==> config.mk <==
export PLATFORM = sky130hd
export DESIGN_NAME = plld_lock_cal_regs
export DESIGN_NICKNAME = d
export VERILOG_FILES = /design/src/rtl/plld_pkg.sv /design/src/rtl/plld_lock_cal_regs.sv
export SDC_FILE = /design/constraint.sdc
export NUM_CORES = 1
export LEC_CHECK = 0
export ABC_CLOCK_PERIOD_IN_PS = 3400
export BUFFER_PORTS_ARGS = -buffer_cell sky130_fd_sc_hd__buf_2
export CAP_MARGIN = 20
export CORE_ASPECT_RATIO = 1.25
export CORE_MARGIN = 1
export CORE_UTILIZATION = 40
export DETAILED_ROUTE_END_ITERATION = 10
export SLEW_MARGIN = 20
export SYNTH_ARGS = -nofsm -noshare
export SYNTH_HDL_FRONTEND = slang
export SYNTH_SLANG_ARGS = --single-unit
==> constraint.sdc <==
create_clock -name MCLK -period 3.4 [get_ports MCLK]
set_clock_uncertainty 0.1 [all_clocks]
set_input_delay 1.02 -clock MCLK [delete_from_list [all_inputs] [get_ports MCLK]]
set_output_delay 1.02 -clock MCLK [all_outputs]
set_load 0.1 [all_outputs]
==> src/rtl/plld_pkg.sv <==
// shared constants for the pll lock detector and calibration status bank
package plld_pkg;

    // ************************************************************
    // register port geometry and register indexes
    // ************************************************************
    localparam int unsigned ADDR_W = 3;                     // register index width
    localparam int unsigned DATA_W = 16;                    // register data width
    localparam logic [2:0]  IDX_THIRD_POLE   = 3'h0;        // loop_filter_third_pole
    localparam logic [2:0]  IDX_LOCK_CFG     = 3'h1;        // lock_detector_config
    localparam logic [2:0]  IDX_LOCK_THR     = 3'h2;        // lock_threshold_config
    localparam logic [2:0]  IDX_CAL_STATUS   = 3'h3;        // oscillator_cal_status
    localparam logic [2:0]  IDX_LOCK_STATUS  = 3'h4;        // real-time lock status

    // ************************************************************
    // field positions
    // ************************************************************
    localparam int unsigned TP_BYPASS_BIT    = 7;           // third_pole_bypass
    localparam int unsigned TP_RES_LSB       = 4;           // pole3_resistor_sel [6:4]
    localparam int unsigned TP_CAP_LSB       = 0;           // pole3_cap_sel [2:0]
    localparam int unsigned LC_RAW_SEL_BIT   = 9;           // raw lock to pin
    localparam int unsigned LC_FINE_EN_BIT   = 8;           // precision detector enable
    localparam int unsigned LC_TIMER_LSB     = 6;           // debounce code [7:6]
    localparam int unsigned LC_ONCE_BIT      = 5;           // lock_latch_once
    localparam int unsigned LC_CAL_BYP_BIT   = 4;           // detect during calibration
    localparam int unsigned LC_DISABLE_BIT   = 3;           // detector off, lock forced
    localparam int unsigned LC_FILT_LSB      = 0;           // filter resistor code [2:0]
    localparam int unsigned TH_HIGH_LSB      = 4;           // fine_lock_high_thr [7:4]
    localparam int unsigned TH_LOW_LSB       = 0;           // fine_lock_low_thr [3:0]
    localparam int unsigned CS_FAIL_BIT      = 7;           // calibration failed
    localparam int unsigned CS_DONE_BIT      = 6;           // calibration done
    localparam int unsigned CS_BAND_LSB      = 0;           // band [5:0]

    // ************************************************************
    // values after reset
    // ************************************************************
    localparam logic       RST_TP_BYPASS     = 1'h0;
    localparam logic [2:0] RST_TP_RES        = 3'h3;
    localparam logic [2:0] RST_TP_CAP        = 3'h7;
    localparam logic       RST_RAW_SEL       = 1'h0;
    localparam logic       RST_FINE_EN       = 1'h1;
    localparam logic [1:0] RST_TIMER         = 2'h2;
    localparam logic       RST_ONCE          = 1'h0;
    localparam logic       RST_CAL_BYP       = 1'h0;
    localparam logic       RST_DISABLE       = 1'h0;
    localparam logic [2:0] RST_FILT          = 3'h0;
    localparam logic [3:0] RST_THR_HIGH      = 4'h8;
    localparam logic [3:0] RST_THR_LOW       = 4'h8;

    // ************************************************************
    // debounce intervals in system clock cycles
    // ************************************************************
    localparam logic [1:0]  TIMER_NONE       = 2'h0;        // no debounce
    localparam logic [1:0]  TIMER_SHORT      = 2'h1;
    localparam logic [1:0]  TIMER_MID        = 2'h2;
    localparam logic [1:0]  TIMER_LONG       = 2'h3;
    localparam logic [15:0] DEB_SHORT_CYCLES = 16'h023A;    // shortest interval, 570 cycles

    typedef logic [15:0] plld_count_type;                   // debounce counter
endpackage

==> src/rtl/plld_lock_cal_regs.sv <==
// pll lock detector, calibration status and loop filter register bank
// Function
// - debounce codes 0,570,5700,57000 cycles
// - one-time mode holds lock once asserted
// - detector waits for calibration unless bypassed
// - disable bit forces lock asserted
// - raw select drives pin undebounced
// - precision enable picks fine detector, thresholds
// - done bit reads calibration completion
// - fail bit reads calibration failure
// - six-bit band field read-only
// - two four-bit thresholds, reset eight
// - third-pole resistor and capacitor codes forwarded
// - three-bit lock filter resistor code
// - status bit shows resulting lock
`timescale 1ns/10ps
`default_nettype none
module plld_lock_cal_regs
    import plld_pkg::*;
#(
    parameter plld_count_type DEB_MID_CYCLES  = 16'h1644,  // debounce code 2, 5700 cycles
    parameter plld_count_type DEB_LONG_CYCLES = 16'hDEA8   // debounce code 3, 57000 cycles
)
(
    input  wire logic                    MCLK,               // 10 MHz system clock
    input  wire logic                    RST,                // async reset, high
    input  wire logic                    CE,                 // clock enable
    input  wire logic                    REG_WR,             // register write strobe
    input  wire logic                    REG_RD,             // register read strobe
    input  wire logic [plld_pkg::ADDR_W-1:0] REG_ADDR,       // register index
    input  wire logic [plld_pkg::DATA_W-1:0] REG_WDATA,      // write data
    output logic      [plld_pkg::DATA_W-1:0] REG_RDATA,      // read data
    input  wire logic                    FINE_LOCK_RAW,      // precision detector lock
    input  wire logic                    BASIC_LOCK_RAW,     // original detector lock
    input  wire logic                    CAL_DONE_IN,        // calibration finished
    input  wire logic                    CAL_FAIL_IN,        // calibration failed
    input  wire logic [5:0]              CAL_BAND_IN,        // chosen oscillator band
    output logic                         LOCK_PIN,           // lock status pin
    output logic                         FINE_LOCK_EN,       // precision detector on
    output logic [3:0]                   FINE_LOCK_HIGH_THR, // high threshold code
    output logic [3:0]                   FINE_LOCK_LOW_THR,  // low threshold code
    output logic [2:0]                   LOCK_FILT_RES_SEL,  // lock filter resistor
    output logic                         THIRD_POLE_BYPASS,  // third pole bypassed
    output logic [2:0]                   POLE3_RESISTOR_SEL, // third pole resistor
    output logic [2:0]                   POLE3_CAP_SEL       // third pole capacitor
);
    import plld_pkg::*;

    // ************************************************************
    // declarations
    // ************************************************************
    logic           raw_sel;          // raw lock to pin
    logic [1:0]     timer_code;       // debounce code
    logic           lock_latch_once;  // one-time lock mode
    logic           cal_bypass;       // detect during calibration
    logic           det_disable;      // detector off, lock forced
    logic [8:0]     meta_q;           // first synchroniser stage
    logic [8:0]     sync_q;           // second synchroniser stage
    logic           fine_raw;         // synced precision lock
    logic           basic_raw;        // synced original lock
    logic           cal_done;         // synced done
    logic           cal_fail;         // synced fail
    logic [5:0]     cal_band;         // synced band
    logic           sel_raw;          // selected undebounced lock
    logic           gate_raw;         // raw lock gated by calibration done or bypass
    plld_count_type deb_cnt;          // debounce counter
    logic           deb_lock;         // debounced lock
    logic           held;             // one-time lock memory
    logic           lock_state;       // resulting lock
    plld_count_type next_deb_cnt;
    logic           next_deb_lock;
    logic           next_held;

    // debounce length for a timer code
    function automatic plld_count_type deb_target(input logic [1:0] code);
        plld_count_type t;
        unique case (code)
            TIMER_SHORT: t = DEB_SHORT_CYCLES;
            TIMER_MID:   t = DEB_MID_CYCLES;
            TIMER_LONG:  t = DEB_LONG_CYCLES;
            default:     t = 16'h0001;
        endcase
        return t;
    endfunction

    // ************************************************************
    // configuration registers
    // ************************************************************
    // software writes, frozen while CE is low
    always_ff @(posedge MCLK or posedge RST)
    begin
        if (RST)
        begin
            THIRD_POLE_BYPASS  <= RST_TP_BYPASS;
            POLE3_RESISTOR_SEL <= RST_TP_RES;
            POLE3_CAP_SEL      <= RST_TP_CAP;
            raw_sel            <= RST_RAW_SEL;
            FINE_LOCK_EN       <= RST_FINE_EN;
            timer_code         <= RST_TIMER;
            lock_latch_once    <= RST_ONCE;
            cal_bypass         <= RST_CAL_BYP;
            det_disable        <= RST_DISABLE;
            LOCK_FILT_RES_SEL  <= RST_FILT;
            FINE_LOCK_HIGH_THR <= RST_THR_HIGH;
            FINE_LOCK_LOW_THR  <= RST_THR_LOW;
        end
        else if (CE && REG_WR)
        begin
            unique case (REG_ADDR)
                IDX_THIRD_POLE:
                begin
                    // bypass is honoured as written; integer divider is software's duty
                    THIRD_POLE_BYPASS  <= REG_WDATA[TP_BYPASS_BIT];
                    POLE3_RESISTOR_SEL <= REG_WDATA[TP_RES_LSB +: 3];
                    POLE3_CAP_SEL      <= REG_WDATA[TP_CAP_LSB +: 3];
                end
                IDX_LOCK_CFG:
                begin
                    raw_sel           <= REG_WDATA[LC_RAW_SEL_BIT];
                    FINE_LOCK_EN      <= REG_WDATA[LC_FINE_EN_BIT];
                    timer_code        <= REG_WDATA[LC_TIMER_LSB +: 2];
                    lock_latch_once   <= REG_WDATA[LC_ONCE_BIT];
                    cal_bypass        <= REG_WDATA[LC_CAL_BYP_BIT];
                    det_disable       <= REG_WDATA[LC_DISABLE_BIT];
                    LOCK_FILT_RES_SEL <= REG_WDATA[LC_FILT_LSB +: 3];
                end
                IDX_LOCK_THR:
                begin
                    FINE_LOCK_HIGH_THR <= REG_WDATA[TH_HIGH_LSB +: 4];
                    FINE_LOCK_LOW_THR  <= REG_WDATA[TH_LOW_LSB +: 4];
                end
                default:
                begin
                    // read-only or unmapped: write ignored
                end
            endcase
        end
    end

    // ************************************************************
    // input synchronisers
    // ************************************************************
    // analog lock and calibration results are asynchronous to MCLK
    always_ff @(posedge MCLK or posedge RST)
    begin
        if (RST)
        begin
            meta_q <= 9'h000;
            sync_q <= 9'h000;
        end
        else if (CE)
        begin
            meta_q <= {CAL_BAND_IN, CAL_FAIL_IN, CAL_DONE_IN, BASIC_LOCK_RAW ^ 1'b0};
            sync_q <= meta_q;
        end
    end

    // fine lock gets its own pair below to keep the vector layout simple
    logic fine_meta;  // first stage, precision lock
    logic fine_sync;  // second stage, precision lock
    always_ff @(posedge MCLK or posedge RST)
    begin
        if (RST)
        begin
            fine_meta <= 1'b0;
            fine_sync <= 1'b0;
        end
        else if (CE)
        begin
            fine_meta <= FINE_LOCK_RAW;
            fine_sync <= fine_meta;
        end
    end

    // unpack synced inputs
    assign basic_raw = sync_q[0];
    assign cal_done  = sync_q[1];
    assign cal_fail  = sync_q[2];
    assign cal_band  = sync_q[8:3];
    assign fine_raw  = fine_sync;

    // detector choice and calibration gating
    assign sel_raw  = FINE_LOCK_EN ? fine_raw : basic_raw;
    assign gate_raw = sel_raw & (cal_bypass | cal_done);

    // ************************************************************
    // debounce and lock state
    // ************************************************************
    // count continuous raw lock; any drop restarts
    always_comb
    begin
        next_deb_cnt  = deb_cnt;
        next_deb_lock = deb_lock;
        if (!gate_raw)
        begin
            next_deb_cnt  = 16'h0000;
            next_deb_lock = 1'b0;
        end
        else if (timer_code == TIMER_NONE)
        begin
            next_deb_cnt  = 16'h0000;
            next_deb_lock = 1'b1;
        end
        else if (!deb_lock)
        begin
            if (deb_cnt == deb_target(timer_code) - 16'h0001)
            begin
                next_deb_lock = 1'b1;
            end
            else
            begin
                next_deb_cnt = deb_cnt + 16'h0001;
            end
        end
        next_held = lock_latch_once & (held | next_deb_lock);
    end

    // debounce registers
    always_ff @(posedge MCLK or posedge RST)
    begin
        if (RST)
        begin
            deb_cnt  <= 16'h0000;
            deb_lock <= 1'b0;
            held     <= 1'b0;
        end
        else if (CE)
        begin
            deb_cnt  <= next_deb_cnt;
            deb_lock <= next_deb_lock;
            held     <= next_held;
        end
    end

    // resulting lock and status pin
    always_ff @(posedge MCLK or posedge RST)
    begin
        if (RST)
        begin
            lock_state <= 1'b0;
            LOCK_PIN   <= 1'b0;
        end
        else if (CE)
        begin
            lock_state <= det_disable | next_deb_lock | next_held;
            if (raw_sel)
            begin
                LOCK_PIN <= sel_raw;
            end
            else
            begin
                LOCK_PIN <= det_disable | next_deb_lock | next_held;
            end
        end
    end

    // ************************************************************
    // register read
    // ************************************************************
    // read data registered on the read strobe, zero when unmapped
    always_ff @(posedge MCLK or posedge RST)
    begin
        if (RST)
        begin
            REG_RDATA <= 16'h0000;
        end
        else if (CE && REG_RD)
        begin
            unique case (REG_ADDR)
                IDX_THIRD_POLE:
                    REG_RDATA <= {8'h00, THIRD_POLE_BYPASS, POLE3_RESISTOR_SEL,
                                  1'b0, POLE3_CAP_SEL};
                IDX_LOCK_CFG:
                    REG_RDATA <= {6'h00, raw_sel, FINE_LOCK_EN, timer_code,
                                  lock_latch_once, cal_bypass, det_disable,
                                  LOCK_FILT_RES_SEL};
                IDX_LOCK_THR:
                    REG_RDATA <= {8'h00, FINE_LOCK_HIGH_THR, FINE_LOCK_LOW_THR};
                IDX_CAL_STATUS:
                    REG_RDATA <= {8'h00, cal_fail, cal_done, cal_band};
                IDX_LOCK_STATUS:
                    REG_RDATA <= {15'h0000, lock_state};
                default:
                    REG_RDATA <= 16'h0000;
            endcase
        end
    end
endmodule
`default_nettype wire

==> metrics.cfg, run 1 <==
[status]
status=finished clean

[sta]
setup_violations=0
max_freq_mhz=390
whs_ns=0.393
hold_violations=0
worst_pin_slew_ns=0.831
min_period_over_period=0.754
finalMaxSlewViolations=0
fin_ws_ns=0.836
rsz0062_at_grt=false
fin_setup_tns_ns=0
relSlewSlack=0.445
min_period_ns=2.56

[placement]
gp_congestion=0.804
placed_area_mm2=0.00402
port_buffers=57
dpl.hpwl_um=5860
pre_cts_ws_ns=0.809
place_inst=474

[critical_path]
crit_slowest_cell=dfrtp_1
critPathRequiredTime_ns=3.57
cp-start-kind=register
end_kind=register
crit_arrival_ns=2.74
cp_cell_sequence=nor2_2 > inv_1 > ha_1 > nor4b_1 > nand3_1 > o31ai_2 > buf_4 > or4_1 > a21oi_2
path_class=register to register
crit_fanout=21
critPathMaxStageDelay_ns=0.55

[logic_synthesis]
ys_seq_area_frac=0.520
synth_top_area_cell=dfrtp_1
ys_async_sr_fraction=1.00
synth_seq_cells=75
synth-edff-count=0
avgSynthCellArea_um2=12.0
synth_ff_type=dfrtp_1
synth_cells=302
ys_top_cells_by_area=dfrtp_1 46%, mux2_2 14%, dfstp_2 6.5%
ys_warn_count=0
netlist_area_mm2=0.00363
synth_cell_types=48
synth_top_cell_area_share=0.455

[finish]
fill_cells=853
multi_input_area_mm2=0.00158
layout_common_cells=66 x dfrtp_1, 57 x buf_2, 44 x mux2_2
layout.cells.non_filler=490
final_common_cell=dfrtp_1
antenna_cells=0
area_growth_pct=16.1
nNetsFinal=401
design_area_mm2=0.00421
seqCellArea_mm2=0.00189
drive_gt1_frac=0.419

[routing]
dr.pass1.iters=4
routed_wirelength_um=7810
ant_nets=0
routed_via_density=5.25
drc=0
vias=2574
detail_route.wl_per_cell_um=15.9
drtIter0Drc=159

[grt]
grt_max_degree=42
grt_pass1_wl_um=13100
grt_pass1_vias=2641
grt_usage=0.183
antenna_found_initial=0
grt.overflow.total=0

[clock_network]
clockBufferDepth=2
htree_num_levels=3
path_clk_slew_ns=0.09
cts_root_buffer=clkbuf_8
worstSkewPairLatency_ns=0.35
cts_setup_buffers=0
cts_made_buffers=9
clkSinkCount=75
cts_hold_buf=0
tritoncts=built
cts_resized=0

[job]
max_cap_violations=0

[power]
leakagePower_nw=1.84
p_per_area_mw_per_mm2=670
pwr-share-clk=0.233
seqPwrFrac=0.410
comb_power_share=0.357
swShare=0.445
ir_drop_mv=0.341
internal_power_w=0.00157
p_sw_w=0.00126

[die]
core_area_mm2=0.00875
initial_core_util=0.415
row_count=38
io_pins=70
die_h_um=108
fp.dieW_um=87.2
dieArea_mm2=0.00946

[min_path]
hp-class=register to register

==> routing by layer <==
layer | GRT usage | routed length (µm) | vias to the layer above
met5 | 0 | 0 | -
met4 | 0.0691 | 97 | 0
met1 | 0.249 | 3640 | 1300
met3 | 0.0359 | 247 | 11
li1 | - | - | 1217
met2 | 0.291 | 3830 | 46
==> state kept, by name, summed over array words and instances (netlist names) <==
signal and count:
FINE_LOCK_HIGH_THR 4, fine_raw 1, timer_code 2, deb_lock 1
REG_RDATA 10, cal_bypass 1, FINE_LOCK_EN 1, sync_q 9
fine_meta 1, lock_latch_once 1, POLE3_RESISTOR_SEL 3, deb_cnt 16
FINE_LOCK_LOW_THR 4, lock_state 1, held 1, det_disable 1
POLE3_CAP_SEL 3, meta_q 9, THIRD_POLE_BYPASS 1, raw_sel 1
LOCK_PIN 1, LOCK_FILT_RES_SEL 3
==> worst max-delay path, delay by kind of cell, from the launching register on <==
family / cells / cell delay (ns)
adders and majority gates: 1 / 0.28
DFF: 1 / 0.55
and+or+nand+nor: 4 / 1.02
AOI/OAI and AO/OA: 2 / 0.23
buffers and inverters: 2 / 0.30
==> logic make-up (layout without fill, tap and decap cells) <==
group           count (synthesis)  after routing  share of synthesized area
simple gates                   77             77                      0.113
other cells                     1              6                    0.00103
buf+inv                        31             94                     0.0503
fa+ha+maj                       2              2                    0.00690
flops                          75             75                      0.520
mux                            56             56                      0.194
compound gates                 55             55                      0.102
xor+xnor                        5              5                     0.0121
==> metrics by stage <==
step                 util  total power [W]
floorplan               -          0.00201
global placement    0.460          0.00217
detailed placement  0.460          0.00219
CTS                 0.481          0.00285
global route        0.481          0.00296
finish              0.481          0.00282
==> area by class of cell <==
cell class,count,share of cell area
well taps,120,0.0357
inverters,10,0.00891
clock inverters,7,0.0160
repair buffers,68,0.0873
flip-flops and latches,75,0.448
multi-input cells,201,0.374
clock buffers,9,0.0294
==> worst paths after layout <==
kind,cells past startpoint,slack [ns],to,from
worst max-delay path,9,0.84,deb_cnt[9],timer_code[0]
worst min-delay path,2,0.39,REG_RDATA[9],REG_RDATA[9]
worst max register to register,9,0.84,deb_cnt[9],timer_code[0]
worst min register to register,2,0.39,REG_RDATA[9],REG_RDATA[9]
max in group asynchronous,3,1.72,FINE_LOCK_HIGH_THR[3],RST
min in group asynchronous,2,0.74,meta_q[8],RST
==> cell usage after synthesis, types with 2 or more instances <==
library cell	number
dfrtp_1	66
mux2_2	44
nand2_1	18
nor2_1	12
a21oi_1	11
nand3_1	11
inv_1	10
clkbuf_1	9
dfstp_2	9
o21ai_1	8
a22o_1	7
buf_4	7
mux4_2	7
o21ai_0	7
or3_1	7
mux2i_1	5
nor3_1	5
xor2_1	5
nand4_1	4
o31ai_1	4
or4_1	4
a21oi_2	3
buf_6	3
nand2b_1	3
nor3b_1	3
o22ai_1	3
a211oi_1	2
a31oi_1	2
ha_1	2
nor2b_1	2
o31ai_2	2
==> power by group through the flow <==
stage / registers [W] / clock network [W] / logic (W)
floorplan: 0.00167 / 0 / 0.000342
detailed placement: 0.00118 / 0 / 0.00101
global placement: 0.00117 / 0 / 0.00100
CTS: 0.00116 / 0.000678 / 0.00101
global route: 0.00118 / 0.000717 / 0.00106
finish: 0.00116 / 0.000659 / 0.00101
Power figures use the tool's default switching activity.
==> inputs of run 2 (changes only) <==
--- a/config.mk
+++ b/config.mk
@@ -5,7 +5,7 @@
 export SDC_FILE = /design/constraint.sdc
 export NUM_CORES = 1
 export LEC_CHECK = 0
-export ABC_CLOCK_PERIOD_IN_PS = 3400
+export ABC_CLOCK_PERIOD_IN_PS = 2700
 export BUFFER_PORTS_ARGS = -buffer_cell sky130_fd_sc_hd__buf_2
 export CAP_MARGIN = 20
 export CORE_ASPECT_RATIO = 1.25
==> constraint.sdc (replaced) <==
create_clock -name MCLK -period 2.7 [get_ports MCLK]
set_clock_uncertainty 0.1 [all_clocks]
set_input_delay 0.81 -clock MCLK [delete_from_list [all_inputs] [get_ports MCLK]]
set_output_delay 0.81 -clock MCLK [all_outputs]
set_load 0.1 [all_outputs]
==> metrics.cfg, run 2 (same netlist as run 1, synthesis figures left out) <==
[status]
status=finished clean

[power]
ir_drop_mv=0.467
comb_power_share=0.352
swShare=0.417
p_per_area_mw_per_mm2=872
leakagePower_nw=1.87
internal_power_w=0.00218
p_sw_w=0.00155
power_w=0.00373
pwr-share-clk=0.262
seqPwrFrac=0.387

[critical_path]
critPathMaxStageDelay_ns=0.59
crit_slowest_cell=dfstp_2
cp-start-kind=register
crit_arrival_ns=2.64
crit_fanout=21
end_kind=register
cp_cell_sequence=nor2_2 > inv_1 > ha_1 > nor4b_1 > nand3_1 > o31ai_2 > buf_4 > or4_1 > a21oi_1
path_class=register to register
critPathRequiredTime_ns=2.88

[sta]
rsz0062_at_grt=false
fin_setup_tns_ns=0
min_period_ns=2.46
hold_violations=0
min_period_over_period=0.910
max_freq_mhz=407
whs_ns=0.386
setup_violations=0
finalMaxSlewViolations=0

[clock_network]
worstSkewPairLatency_ns=0.36
clkSinkCount=75
path_clk_slew_ns=0.08
clockBufferDepth=2
cts_resized=0
cts_setup_buffers=0
htree_num_levels=3
cts_root_buffer=clkbuf_8
tritoncts=built
cts_made_buffers=9
cts_hold_buf=0

[finish]
area_growth_pct=17.8
final_util=0.489
antenna_cells=0
largest_reg_flops=16
top_regs=deb_cnt (16), REG_RDATA (10)
drive_gt1_frac=0.422
layout_common_cells=66 x dfrtp_1, 57 x buf_2, 44 x mux2_2
final_common_cell=dfrtp_1
top_register=deb_cnt
nNetsFinal=403

[grt]
grt_max_degree=76
antenna_found_initial=0
grt.overflow.total=0
grt_usage=0.187
grt_pass1_vias=2501
grt_pass1_wl_um=13000

[job]
max_cap_violations=0

[placement]
dpl.hpwl_um=5830
gp_congestion=0.846
port_buffers=57

[die]
row_count=38
initial_core_util=0.415
io_pins=70
dieArea_mm2=0.00946
fp.dieW_um=87.2
core_area_mm2=0.00875
die_h_um=108

[min_path]
hp-class=register to register

[routing]
detail_route.wl_per_cell_um=16.1
drc=0
dr.pass1.iters=5
ant_nets=0
vias=2573
routed_via_density=5.23
drtIter0Drc=110
routed_wirelength_um=7910

run 2: power by group through the flow:
stage	Combinational [W]	Clock, W	Sequential, W
CTS	0.00132	0.00100	0.00144
global placement	0.00130	0	0.00146
detailed placement	0.00132	0	0.00147
floorplan	0.000431	0	0.00210
finish	0.00131	0.000975	0.00144
global route	0.00138	0.00104	0.00147
run 2: final timing paths:
path	slack [ns]	depth (start not counted)	to	start
max	0.24	9	deb_cnt[11]	timer_code[1]
min	0.39	2	REG_RDATA[9]	REG_RDATA[9]
max reg2reg	0.24	9	deb_cnt[11]	timer_code[1]
min reg2reg	0.39	2	REG_RDATA[9]	REG_RDATA[9]
max in group asynchronous	1.68	3	POLE3_CAP_SEL[1]	RST
min in group asynchronous	0.43	3	raw_sel	RST
run 2: final cells by class:
type	instances	area, µm²
Sequential cell	75	1890
Fill cell	838	4470
Timing Repair Buffer	70	395
Inverter	10	41.3
Clock buffer	10	138
Tap cell	120	150
Clock inverter	6	86.3
Multi-Input combinational cell	201	1580
run 2: per-stage QoR:
step	worst slack, ns	cells	area (µm²)
after detailed placement	0.250	475	4040
after CTS	0.241	491	4270
after global placement	0.288	475	4040
after floorplan	0.160	307	3650
after global routing	0.0778	492	4280
final	0.244	492	4280
run 2: critical path, delay by kind of cell, from the launching register on:
family | cells | cell delay, ns
compound gates | 2 | 0.26
simple gates | 4 | 0.89
buf+inv | 2 | 0.29
fa+ha+maj | 1 | 0.25
flops | 1 | 0.59
run 2: per-layer routing:
| layer | global-route usage | up-vias | share of wire |
|---|---|---|---|
| met5 | 0 | - | 0 |
| met2 | 0.292 | 53 | 0.49 |
| met4 | 0.0878 | 0 | 0.021 |
| li1 | - | 1226 | - |
| met1 | 0.247 | 1282 | 0.45 |
| met3 | 0.0427 | 12 | 0.039 |
